`src/logic/tcrb_consts.svh`:
```
`ifndef TCRB_CONSTS_SVH
`define TCRB_CONSTS_SVH
// Behaviour
// - Clock-out drives 50% square wave when enabled
// - Clock-out rollovers raise no timer interrupt
// - Baud and clock-out share one rollover
// - 16-bit counter, internal or external source
// - Mode decode: off, baud, capture, reload
// - Capture mode overflow sets overflow flag
// - Trigger falling edge captures count, sets flag
// - Capture keeps counting; flags share one request
// - Down-count enable resets to zero
// - Up reload: all-ones overflow reloads, sets flag
// - Trigger edge forces reload, sets external flag
// - Trigger level picks direction when down-count enabled
// - Down underflow at reload value loads all-ones
// - External flag toggles, no request, when down-enabled
// - Transmit and receive baud selects act independently
// - Baud rollover reloads from reload pair
// - Timer step osc/12, baud step osc/2
// - Baud tick is overflow rate over 16
// - Baud rollover sets no flag, no request
// - Baud trigger edge sets flag, no reload
// - Mode register: clock-out bit 1, down bit 0

// Control register bit positions
`define TCRB_CTL_OVF     7
`define TCRB_CTL_EXT     6
`define TCRB_CTL_RXSEL   5
`define TCRB_CTL_TXSEL   4
`define TCRB_CTL_EXTEN   3
`define TCRB_CTL_RUN     2
`define TCRB_CTL_SRC     1
`define TCRB_CTL_CAPSEL  0
// Mode register bit positions
`define TCRB_MOD_CLKOE   1
`define TCRB_MOD_DOWN_COUNT_ENABLE    0
// Reset values
`define TCRB_CTL_RST     8'h00
`define TCRB_MOD_RST     2'h0
`define TCRB_CNT_RST     16'h0000
// Counter values
`define TCRB_ALL_ONES    16'hFFFF
// Clock dividers in oscillator cycles; last baud rollover count
`define TCRB_MACHINE_DIV 12
`define TCRB_STATE_DIV   2
`define TCRB_BAUD_LAST   4'hF
`endif

```
`src/logic/tcrb_pkg.sv`:
```
package tcrb_pkg;

  typedef enum logic [1:0] {TCRB_OFF, TCRB_CAPTURE, TCRB_RELOAD, TCRB_BAUD} tcrb_mode_t;

  typedef struct packed {
    logic [7:0]  ctl;
    logic [1:0]  mdr;
    logic [15:0] cnt;
    logic [15:0] rcap;
    logic [2:0]  cnt_pin_s;
    logic [2:0]  trig_s;
    logic        clk_out;
    logic        clk_oe;
    logic [3:0]  baud_div;
    logic        tx_tick;
    logic        rx_tick;
    logic        irq;
  } tcrb_state_t;

endpackage

```
`src/logic/tcrb_core.sv`:
```
`timescale 1ns/1ps
`include "tcrb_consts.svh"
module tcrb_core #(
  parameter int MACHINE_DIV = `TCRB_MACHINE_DIV,
  parameter int STATE_DIV   = `TCRB_STATE_DIV
) (
  input  wire logic        CLK_SYS,
  input  wire logic        RST,
  input  wire logic        CTRL_WR,
  input  wire logic [7:0]  CTRL_WDATA,
  input  wire logic        MODE_WR,
  input  wire logic [1:0]  MODE_WDATA,
  input  wire logic        CNT_WR,
  input  wire logic [15:0] CNT_WDATA,
  input  wire logic        RELOAD_WR,
  input  wire logic [15:0] RELOAD_WDATA,
  input  wire logic        EXT_COUNT_INPUT,
  input  wire logic        TRIGGER_INPUT,
  output logic [7:0]       CTRL_RDATA,
  output logic [1:0]       MODE_RDATA,
  output logic [15:0]      COUNT,
  output logic [15:0]      RELOAD_CAPTURE,
  output logic             CLOCK_OUT_PIN,
  output logic             CLOCK_OUT_OE,
  output logic             TX_BAUD_TICK,
  output logic             RX_BAUD_TICK,
  output logic             TIMER_IRQ
);

  // ****************************************
  // Parameter checks
  // ****************************************
  generate
    if (MACHINE_DIV < 2 || STATE_DIV < 2) begin : g_bad_div
      $error("tcrb_core: dividers must be at least 2");
    end
  endgenerate

  // ****************************************
  // Rate enables
  // ****************************************
  logic machine_tick;
  logic state_tick;

  tcrb_div #(.DIV(MACHINE_DIV)) u_machine_div (
    .clk  (CLK_SYS),
    .rst  (RST),
    .tick (machine_tick)
  );

  tcrb_div #(.DIV(STATE_DIV)) u_state_div (
    .clk  (CLK_SYS),
    .rst  (RST),
    .tick (state_tick)
  );

  // ****************************************
  // State
  // ****************************************
  tcrb_pkg::tcrb_state_t s_r;
  tcrb_pkg::tcrb_state_t s_nxt;

  tcrb_pkg::tcrb_mode_t  mode;
  logic                  run;
  logic                  tx_sel;
  logic                  rx_sel;
  logic                  ext_en;
  logic                  src_ext;
  logic                  cap_sel;
  logic                  clk_oe;
  logic                  down_count_enable;
  logic                  pin_fall;
  logic                  trig_fall;
  logic                  trig_level;
  logic                  step;
  logic                  roll;
  logic                  ovf_set;
  logic                  ext_set;
  logic                  ext_tog;
  logic                  ext_base;
  logic                  ovf_base;
  logic                  ext_quiet;

  // ****************************************
  // Next-state logic
  // ****************************************
  always_comb begin
    // ****************************************
    // Defaults and field decode
    // ****************************************
    s_nxt      = s_r;
    run        = s_r.ctl[`TCRB_CTL_RUN];
    tx_sel     = s_r.ctl[`TCRB_CTL_TXSEL];
    rx_sel     = s_r.ctl[`TCRB_CTL_RXSEL];
    ext_en     = s_r.ctl[`TCRB_CTL_EXTEN];
    src_ext    = s_r.ctl[`TCRB_CTL_SRC];
    cap_sel    = s_r.ctl[`TCRB_CTL_CAPSEL];
    clk_oe     = s_r.mdr[`TCRB_MOD_CLKOE];
    down_count_enable       = s_r.mdr[`TCRB_MOD_DOWN_COUNT_ENABLE];
    roll       = 1'b0;
    ext_set    = 1'b0;
    ext_tog    = 1'b0;

    // ****************************************
    // Pin synchronisers and edge detect
    // ****************************************
    s_nxt.cnt_pin_s = {s_r.cnt_pin_s[1:0], EXT_COUNT_INPUT};
    s_nxt.trig_s    = {s_r.trig_s[1:0], TRIGGER_INPUT};
    pin_fall        = s_r.cnt_pin_s[2] & ~s_r.cnt_pin_s[1];
    trig_fall       = s_r.trig_s[2] & ~s_r.trig_s[1];
    trig_level      = s_r.trig_s[1];

    // ****************************************
    // Mode decode
    // ****************************************
    if (!run) begin
      mode = tcrb_pkg::TCRB_OFF;
    end else if (tx_sel || rx_sel) begin
      mode = tcrb_pkg::TCRB_BAUD;
    end else if (cap_sel) begin
      mode = tcrb_pkg::TCRB_CAPTURE;
    end else begin
      mode = tcrb_pkg::TCRB_RELOAD;
    end

    // ****************************************
    // Count source and rate
    // ****************************************
    if (src_ext) begin
      step = pin_fall;
    end else if (mode == tcrb_pkg::TCRB_BAUD) begin
      step = state_tick;
    end else begin
      step = machine_tick;
    end

    // ****************************************
    // Counter
    // ****************************************
    unique case (mode)
      tcrb_pkg::TCRB_OFF: begin
      end
      tcrb_pkg::TCRB_CAPTURE: begin
        if (step) begin
          s_nxt.cnt = s_r.cnt + 16'h0001;
          roll      = (s_r.cnt == `TCRB_ALL_ONES);
        end
        if (ext_en && trig_fall) begin
          s_nxt.rcap = s_r.cnt;
          ext_set    = 1'b1;
        end
      end
      tcrb_pkg::TCRB_RELOAD: begin
        if (down_count_enable) begin
          if (step && trig_level) begin
            if (s_r.cnt == `TCRB_ALL_ONES) begin
              s_nxt.cnt = s_r.rcap;
              roll      = 1'b1;
              ext_tog   = 1'b1;
            end else begin
              s_nxt.cnt = s_r.cnt + 16'h0001;
            end
          end else if (step) begin
            if (s_r.cnt == s_r.rcap) begin
              s_nxt.cnt = `TCRB_ALL_ONES;
              roll      = 1'b1;
              ext_tog   = 1'b1;
            end else begin
              s_nxt.cnt = s_r.cnt - 16'h0001;
            end
          end
        end else begin
          if (step) begin
            if (s_r.cnt == `TCRB_ALL_ONES) begin
              s_nxt.cnt = s_r.rcap;
              roll      = 1'b1;
            end else begin
              s_nxt.cnt = s_r.cnt + 16'h0001;
            end
          end
          if (ext_en && trig_fall) begin
            s_nxt.cnt = s_r.rcap;
            ext_set   = 1'b1;
          end
        end
      end
      tcrb_pkg::TCRB_BAUD: begin
        if (step) begin
          if (s_r.cnt == `TCRB_ALL_ONES) begin
            s_nxt.cnt = s_r.rcap;
            roll      = 1'b1;
          end else begin
            s_nxt.cnt = s_r.cnt + 16'h0001;
          end
        end
        if (ext_en && trig_fall) begin
          ext_set = 1'b1;
        end
      end
    endcase

    // ****************************************
    // Overflow flag cause
    // ****************************************
    ovf_set = roll && (mode != tcrb_pkg::TCRB_BAUD) && !clk_oe;

    // ****************************************
    // Clock-out toggles on each rollover, shared with baud
    // ****************************************
    s_nxt.clk_oe = clk_oe;
    if (!clk_oe) begin
      s_nxt.clk_out = 1'b0;
    end else if (roll) begin
      s_nxt.clk_out = ~s_r.clk_out;
    end

    // ****************************************
    // Baud tick every 16 rollovers
    // ****************************************
    s_nxt.tx_tick = 1'b0;
    s_nxt.rx_tick = 1'b0;
    if (mode != tcrb_pkg::TCRB_BAUD) begin
      s_nxt.baud_div = 4'h0;
    end else if (roll) begin
      s_nxt.baud_div = s_r.baud_div + 4'h1;
      if (s_r.baud_div == `TCRB_BAUD_LAST) begin
        s_nxt.tx_tick = tx_sel;
        s_nxt.rx_tick = rx_sel;
      end
    end

    // ****************************************
    // Software writes; hardware flag events win
    // ****************************************
    ovf_base = s_r.ctl[`TCRB_CTL_OVF];
    ext_base = s_r.ctl[`TCRB_CTL_EXT];
    if (CTRL_WR) begin
      s_nxt.ctl = CTRL_WDATA;
      ovf_base  = CTRL_WDATA[`TCRB_CTL_OVF];
      ext_base  = CTRL_WDATA[`TCRB_CTL_EXT];
    end
    s_nxt.ctl[`TCRB_CTL_OVF] = ovf_base | ovf_set;
    if (ext_tog) begin
      s_nxt.ctl[`TCRB_CTL_EXT] = ~s_r.ctl[`TCRB_CTL_EXT];
    end else begin
      s_nxt.ctl[`TCRB_CTL_EXT] = ext_base | ext_set;
    end

    // ****************************************
    // Mode, count and reload writes
    // ****************************************
    if (MODE_WR) begin
      s_nxt.mdr = MODE_WDATA;
    end
    if (CNT_WR) begin
      s_nxt.cnt = CNT_WDATA;
    end
    if (RELOAD_WR) begin
      s_nxt.rcap = RELOAD_WDATA;
    end

    // ****************************************
    // Shared interrupt request
    // ****************************************
    // Down-count reload keeps the external flag off the request
    ext_quiet = s_nxt.mdr[`TCRB_MOD_DOWN_COUNT_ENABLE]
              & s_nxt.ctl[`TCRB_CTL_RUN]
              & ~s_nxt.ctl[`TCRB_CTL_TXSEL]
              & ~s_nxt.ctl[`TCRB_CTL_RXSEL]
              & ~s_nxt.ctl[`TCRB_CTL_CAPSEL];

    s_nxt.irq = s_nxt.ctl[`TCRB_CTL_OVF]
              | (s_nxt.ctl[`TCRB_CTL_EXT] & ~ext_quiet);
  end

  // ****************************************
  // Registers
  // ****************************************
  always_ff @(posedge CLK_SYS or posedge RST) begin
    if (RST) begin
      s_r          <= '0;
      s_r.ctl      <= `TCRB_CTL_RST;
      s_r.mdr      <= `TCRB_MOD_RST;
      s_r.cnt      <= `TCRB_CNT_RST;
      s_r.rcap     <= `TCRB_CNT_RST;
    end else begin
      s_r          <= s_nxt;
    end
  end

  // ****************************************
  // Outputs
  // ****************************************
  assign CTRL_RDATA     = s_r.ctl;
  assign MODE_RDATA     = s_r.mdr;
  assign COUNT          = s_r.cnt;
  assign RELOAD_CAPTURE = s_r.rcap;
  assign CLOCK_OUT_PIN  = s_r.clk_out;
  assign CLOCK_OUT_OE   = s_r.clk_oe;
  assign TX_BAUD_TICK   = s_r.tx_tick;
  assign RX_BAUD_TICK   = s_r.rx_tick;
  assign TIMER_IRQ      = s_r.irq;
endmodule

```
`src/logic/tcrb_div.sv`:
```
`timescale 1ns/1ps
module tcrb_div #(
  parameter int DIV = 12
) (
  input  wire logic clk,
  input  wire logic rst,
  output logic      tick
);
  localparam int W = (DIV < 2) ? 1 : $clog2(DIV);

  typedef struct packed {
    logic [W-1:0] cnt;
    logic         tick;
  } tcrb_div_state_t;

  tcrb_div_state_t s_r;
  tcrb_div_state_t s_nxt;

  generate
    if (DIV < 2) begin : g_bad_div
      $error("tcrb_div: DIV must be at least 2");
    end
  endgenerate

  // ****************************************
  // One-cycle enable every DIV clocks
  // ****************************************
  always_comb begin
    s_nxt = s_r;
    if (s_r.cnt == W'(DIV - 1)) begin
      s_nxt.cnt  = '0;
      s_nxt.tick = 1'b1;
    end else begin
      s_nxt.cnt  = s_r.cnt + W'(1);
      s_nxt.tick = 1'b0;
    end
  end

  always_ff @(posedge clk or posedge rst) begin
    if (rst) begin
      s_r <= '0;
    end else begin
      s_r <= s_nxt;
    end
  end

  assign tick = s_r.tick;
endmodule

```
`config.mk`:
```
export PLATFORM = sky130hd
export DESIGN_NAME = tcrb_core
export DESIGN_NICKNAME = d
export VERILOG_FILES = /design/src/logic/tcrb_pkg.sv /design/src/logic/tcrb_core.sv /design/src/logic/tcrb_div.sv
export VERILOG_INCLUDE_DIRS = /design/src /design/src/logic
export SDC_FILE = /design/constraint.sdc
export NUM_CORES = 1
export LEC_CHECK = 0
export BUFFER_PORTS_ARGS = -buffer_cell sky130_fd_sc_hd__buf_4
export CAP_MARGIN = 20
export CORE_ASPECT_RATIO = 0.5
export CORE_MARGIN = 1.5
export CORE_UTILIZATION = 52
export DETAILED_ROUTE_END_ITERATION = 16
export PLACE_DENSITY_LB_ADDON = 0.12
export SLEW_MARGIN = 15
export SYNTH_ARGS = -nofsm -noshare
export SYNTH_HDL_FRONTEND = slang
export SYNTH_HIERARCHICAL = 1
export SYNTH_SLANG_ARGS = --single-unit
```
`constraint.sdc`:
```
create_clock -name CLK_SYS -period 2.89 [get_ports CLK_SYS]
set_clock_uncertainty 0.15 [all_clocks]
set_input_delay 0.578 -clock CLK_SYS [delete_from_list [all_inputs] [get_ports CLK_SYS]]
set_output_delay 0.578 -clock CLK_SYS [all_outputs]
set_load 0.01 [all_outputs]
```
==> results of run 1 <==
layout by cell type, fill, tap and decap left out, types with 7 or more instances in the layout:
cell type and instances:
nor4_1 11, inv_1 12, mux2i_1 25, o21ai_0 48, xnor2_1 20, ha_1 7, nor3_1 11, a31oi_1 13
buf_4 178, o211ai_1 8, nand4_1 9, nand3_1 23, a21oi_1 30, clkbuf_16 9, nand2_1 58, nand2b_1 9
dfrtp_1 64, xor2_1 23, o22ai_1 15, nor2_1 46
worst paths after layout:
check | endpoint | slack (ns)
min in group asynchronous | u_state_div/s_r[1] | 0.51
worst max-delay path | COUNT[0] | 0.05
worst min-delay path | s_nxt[10] | 0.19
max in group asynchronous | RELOAD_CAPTURE[0] | 1.17
worst min register to register | s_nxt[11] | 0.20
worst max register to register | COUNT[0] | 0.05
state kept, by name, indices dropped and copies added (netlist names), 2 cells and up:
| signal | cells |
|---|---|
| COUNT | 16 |
| CTRL_RDATA | 8 |
| MODE_RDATA | 2 |
| RELOAD_CAPTURE | 16 |
| s_nxt | 4 |
| s_r | 6 |
| u_machine_div/s_r | 4 |
layer usage:
metal,global-route usage,up-vias,part of all wire
met4,0.107,0,0.020
met5,0,-,0
li1,-,2509,-
met3,0.125,46,0.13
met2,0.511,379,0.40
met1,0.495,2570,0.45
cells by family (layout without fill, tap and decap cells):
logic type / count (synthesis) / count (layout)
flops: 64 / 64
mux: 34 / 34
simple gates: 210 / 210
fa+ha+maj: 8 / 8
xor+xnor: 43 / 43
compound gates: 180 / 180
buf+inv: 110 / 215
power breakdown:
| part | total [W] | switching (W) | internal, W |
|---|---|---|---|
| Combinational | 0.00190 | 0.00107 | 0.000831 |
| Sequential | 0.00119 | 0.000185 | 0.00100 |
| Clock | 0.00108 | 0.000463 | 0.000616 |
| Total | 0.00417 | 0.00172 | 0.00245 |
worst max-delay path, delay by kind of cell (launching register included):
family | cells | cell delay, ns
adders and majority gates | 1 | 0.17
buffers and inverters | 1 | 0.08
muxes | 2 | 0.64
DFF | 1 | 0.42
and+or+nand+nor | 1 | 0.34
AOI/OAI and AO/OA | 5 | 0.91
final cells by class:
class | instances | area (sq um)
clock buffer | 10 | 239
clock inverter | 6 | 51.3
fill | 819 | 2950
inverter | 16 | 60.1
multi-input combinational | 475 | 3160
sequential | 64 | 1600
tap | 135 | 169
timing repair buffer | 183 | 1400
repair_timing:
item                       in CTS  in global routing
hold buffers                    1                  0
hold endpoints to repair        2                  0
gates resized for setup         2                 20
setup buffers                   0                  6
pin swaps                       1                  9
setup endpoints to repair       2                 24
stage by stage:
stage | hold slack (ns) | utilization | cell area (sq um) | power (W) | instances
floorplan | 0.169 | - | 5310 | 0.00236 | 649
global placement | 0.187 | 0.650 | 6260 | 0.00297 | 866
detailed placement | 0.186 | 0.650 | 6260 | 0.00299 | 866
CTS | 0.182 | 0.682 | 6570 | 0.00409 | 883
global route | 0.178 | 0.694 | 6680 | 0.00437 | 889
finish | 0.190 | 0.694 | 6680 | 0.00417 | 889
==> flow_summary.ini, run 1 <==
[run_status]
status = finished clean

[synth]
syn_nets = 707
synth_area_leaders = dfrtp_1 (30%), buf_4 (6.4%), o21ai_0 (4.8%), mux2i_1 (4.8%), nand2_1 (4.2%)
yosysMostFrequentCell = dfrtp_1
synthMuxAreaShare = 0.0675
netlist_instances = 649
yosys_warnings = 6
synth_simple_gate_area_share = 0.201
synth_fa_ha_area_frac = 0.0190
synth_top_family_by_area = compound AO/OA/AOI/OAI gates
synth_largest_area_cell = dfrtp_1
synth.top_cell.area_share = 0.304
syn_area_per_cell_sq_um = 8.12
synth_async_sr_flop_share = 1.00
ys.flop_type = dfrtp_1
synth_edf_count = 0
netlist_top_cells_count = dfrtp_1 (64), nand2_1 (59), o21ai_0 (51), nor2_1 (46), buf_4 (45)
synth_seq_cells = 64
ys_seq_area_frac = 0.304
synth.cell_area_sq_um = 5270
synthDistinctLibCells = 70
synth_xor_area_frac = 0.0715
synth_compound_area_frac = 0.224

[power]
leakage_nw = 3.02
vdd_drop_max_mv = 0.314
p_per_area_nw_per_um2 = 624

[setup_path]
worst_setup_path_end_kind = flop
r2r-start = CTRL_RDATA[4]
cp_max_fo = 7
path_class = reg -> reg
reg2reg_depth = 10
startpoint = CTRL_RDATA[4]
slowest_delay_ns = 0.42
path_cells = o31ai_4 > inv_2 > ha_4 > mux2_4 > mux2_4 > a211o_1 > o21ai_2 > a211oi_2 > o21a_1 > or3_1
cp.required_ns = 2.96
slowest_stage = dfrtp_1
critPathArrivalTime_ns = 2.91
cp-start-kind = flop
worst_path_most_repeated_cell = mux2_4

[min_path]
min_from = TRIGGER_INPUT
hold_class = in -> reg
hold_depth = 1

[global_route]
grt_max_degree = 33
grt_pass1_vias = 5055
grt_antenna_before_repair = 0
grt_pass1_wl_microns = 28500
overflow = 0
grt_use_total = 0.353

[route]
dr.pass1.iters = 7
drc_errors = 0
wl_per_cell_microns = 21.1
vias_per_cell = 6.19
vias = 5504
wirelength_microns = 18800
drt_iter0_drc = 611
ant_nets = 0

[sta]
tightest_slew_ns = 0.753
setup_slack_ns = 0.0485
grt_setup_unrepaired = true
hold_violations = 0
slew_viol_final = 0
setup_viol = 0
fin_crit_sh = 0.983
fmaxAchievable_mhz = 352
period_minus_slack_ns = 2.84
relSlewSlack = 0.497
tns_ns = 0

[floorplan]
row_count = 25
die_h_microns = 74.2
coreArea_sq_um = 9630
fp.dieW_microns = 145
io_pins = 97
start_util = 0.547
die_area_sq_um = 10800

[cts]
cts_max_level = 3
clkSinkCount = 64
root_buffer = clkbuf_16
tritoncts = yes
cts_buffers = 9
insertion_delay_ns = 0.35
clk_pin_slew_ns = 0.06
cts_buffer_depth = 2

[placed_design]
post-dp-hpwl_microns = 13600
place_ws_ns = 0.00671
port_buffers = 96
gp_congestion = 0.987

[layout]
finalNetCount = 807
diodes = 0
drive_above_1_share = 0.320
synthToLayoutAreaGrowth_pct = 26.9

[job]
maxCapViolations = 0
Note: power is estimated with default switching activity, not from simulation.
==> run 2: changes to the inputs <==
--- a/config.mk
+++ b/config.mk
@@ -12,6 +12,7 @@
 export CORE_MARGIN = 1.5
 export CORE_UTILIZATION = 52
 export DETAILED_ROUTE_END_ITERATION = 16
+export MAX_ROUTING_LAYER = met4
 export PLACE_DENSITY_LB_ADDON = 0.12
 export SLEW_MARGIN = 15
 export SYNTH_ARGS = -nofsm -noshare
==> run 2 against run 1 <==
Compared with the run above:
- combinational power decreased by 2%
- fmax up 1.4%
- core utilization increased by 0.35 points
- register-to-register slack improved by 0.04 ns
- routed wire length down 1.3%
- non-clock buffer count decreased by 1
- global-route usage up 1.1 points
- worst hold slack improved by 0.0020 ns
- cell count shrank 0.11%
- worst setup slack better by 0.038 ns
- clock-buffer cell count is 1 lower
- highest routed layer unchanged
==> flow_summary.ini, run 2 (synthesis gave the netlist of run 1 again) <==
[setup_path]
cp-start-kind = flop
reg2reg_depth = 11
slowest_stage = dfrtp_2
worst_setup_path_end_kind = flop
slowest_delay_ns = 0.43
critPathTopFamily = compound AO/OA/AOI/OAI gates
startpoint = CTRL_RDATA[4]
path_cells = o31ai_4 > inv_2 > ha_4 > mux2_2 > mux2_4 > buf_12 > o211ai_2 > o21ai_1 > a221oi_1 > nor2_1 > or3_1
worst-path-buf-inv = 2
cp.required_ns = 2.96
cp_max_fo = 17
critPathArrivalTime_ns = 2.87
path_class = reg -> reg
r2r-end = COUNT[0]
r2r-start = CTRL_RDATA[4]
r2r_slack_ns = 0.09

[sta]
tightest_slew_ns = 0.732
slew_viol_final = 0
fmaxAchievable_mhz = 357
relSlewSlack = 0.511
hold_violations = 0
setup_slack_ns = 0.0867
tns_ns = 0
fin_crit_sh = 0.970
period_minus_slack_ns = 2.80
setup_viol = 0

[power]
power.total_w = 0.00428
clock_power_share = 0.286
p_int_w = 0.00259
seq_power_share = 0.279
vdd_drop_max_mv = 0.514
switching_share = 0.394
comb_power_share = 0.435
p_per_area_nw_per_um2 = 637
leakage_nw = 3.03
power.switching_w = 0.00168

[layout]
drive_above_1_share = 0.319
final_common_cell = buf_4
utilization = 0.697
diodes = 0
layout_common_cells = buf_4 (177), dfrtp_1 (60), nand2_1 (58)
finalNetCount = 806
synthToLayoutAreaGrowth_pct = 27.5

[cts]
insertion_delay_ns = 0.34
tritoncts = yes
cts_buffers = 9
clk_pin_slew_ns = 0.06
clkSinkCount = 64
root_buffer = clkbuf_16
cts_buffer_depth = 2
cts_max_level = 3

[global_route]
grt_max_degree = 33
grt_pass1_wl_microns = 28600
grt_antenna_before_repair = 0
grt_use_total = 0.364
overflow = 0
grt_pass1_vias = 5010

[placed_design]
port_buffers = 96
gp_congestion = 0.978
post-dp-hpwl_microns = 13500
place_ws_ns = 0.00429

[min_path]
hold_class = in -> reg
hold_end = s_nxt[10]
min_from = TRIGGER_INPUT
hold_depth = 1

[route]
dr.pass1.iters = 7
vias_per_cell = 6.19
drc_errors = 0
wl_per_cell_microns = 20.8
vias = 5498
wirelength_microns = 18500
ant_nets = 0
drt_iter0_drc = 591

[run_status]
status = finished clean

[floorplan]
die_area_sq_um = 10800
die_h_microns = 74.2
coreArea_sq_um = 9630
start_util = 0.547
io_pins = 97
row_count = 25
fp.dieW_microns = 145

[job]
maxCapViolations = 0
==> run 2: cell count changes in the layout (fill, tap and decap cells not counted), moves of 2 or more <==
| cell | change |
|---|---|
| a21oi_1 | +2 |
| dfrtp_2 | +4 |
| buf_12 | +2 |
| bufinv_16 | +2 |
| dfrtp_1 | -4 |
| a21oi_2 | -2 |
| buf_6 | -2 |
==> run 2: timing repair <==
action	4_1_cts	5_1_grt
gates resized for setup	0	19
pin swaps	1	7
hold buffers	1	0
gates cloned	0	0
buffers inserted	0	4
endpoints found under the hold margin	2	0
endpoints found under the setup margin	1	21
==> run 2: layer usage <==
layer,routed length [microns],vias to the layer above,GRT usage
met5,0,-,-
met4,351,0,0.105
met3,2390,37,0.101
met2,7500,365,0.499
met1,8270,2590,0.517
li1,-,2506,-
==> run 2: power by group through the flow <==
stage | logic [W] | clock network (W) | registers [W]
after floorplan | 0.00124 | 0 | 0.00112
after global placement | 0.00177 | 0 | 0.00119
after detailed placement | 0.00178 | 0 | 0.00120
after CTS | 0.00179 | 0.00124 | 0.00118
after global routing | 0.00200 | 0.00129 | 0.00120
final | 0.00186 | 0.00122 | 0.00119
==> run 2: cell type report <==
type                    instances  area, sq um
flip-flops and latches         64         1610
clock buffers                   9          225
multi-input cells             475         3140
well taps                     135          169
clock inverters                 7          103
repair buffers                182         1410
fillers                       792         2920
inverters                      16         60.1
==> run 2: worst reg2reg max path, cell delays in order (launching register included) <==
cell and delay [ns]:
dfrtp_2 0.43, o31ai_4 0.27, inv_2 0.08, ha_4 0.17, mux2_2 0.28, mux2_4 0.32
buf_12 0.16, o211ai_2 0.07, o21ai_1 0.08, a221oi_1 0.25, nor2_1 0.06, or3_1 0.37
==> run 2: worst max path at each step <==
stage | end | cells past startpoint
3_5_place_dp | COUNT[0] | 11
5_1_grt | CLOCK_OUT_PIN | 11
2_1_floorplan | COUNT[0] | 12
6_report | COUNT[0] | 11
4_1_cts | COUNT[5] | 11
3_3_place_gp | COUNT[0] | 11
==> run 2: per-stage QoR <==
| stage | hold WS (ns) | cell area, sq um | cells |
|---|---|---|---|
| 2_1_floorplan | 0.169 | 5310 | 649 |
| 3_3_place_gp | 0.182 | 6280 | 867 |
| 3_5_place_dp | 0.190 | 6280 | 867 |
| 4_1_cts | 0.187 | 6620 | 884 |
| 5_1_grt | 0.178 | 6720 | 888 |
| 6_report | 0.192 | 6720 | 888 |
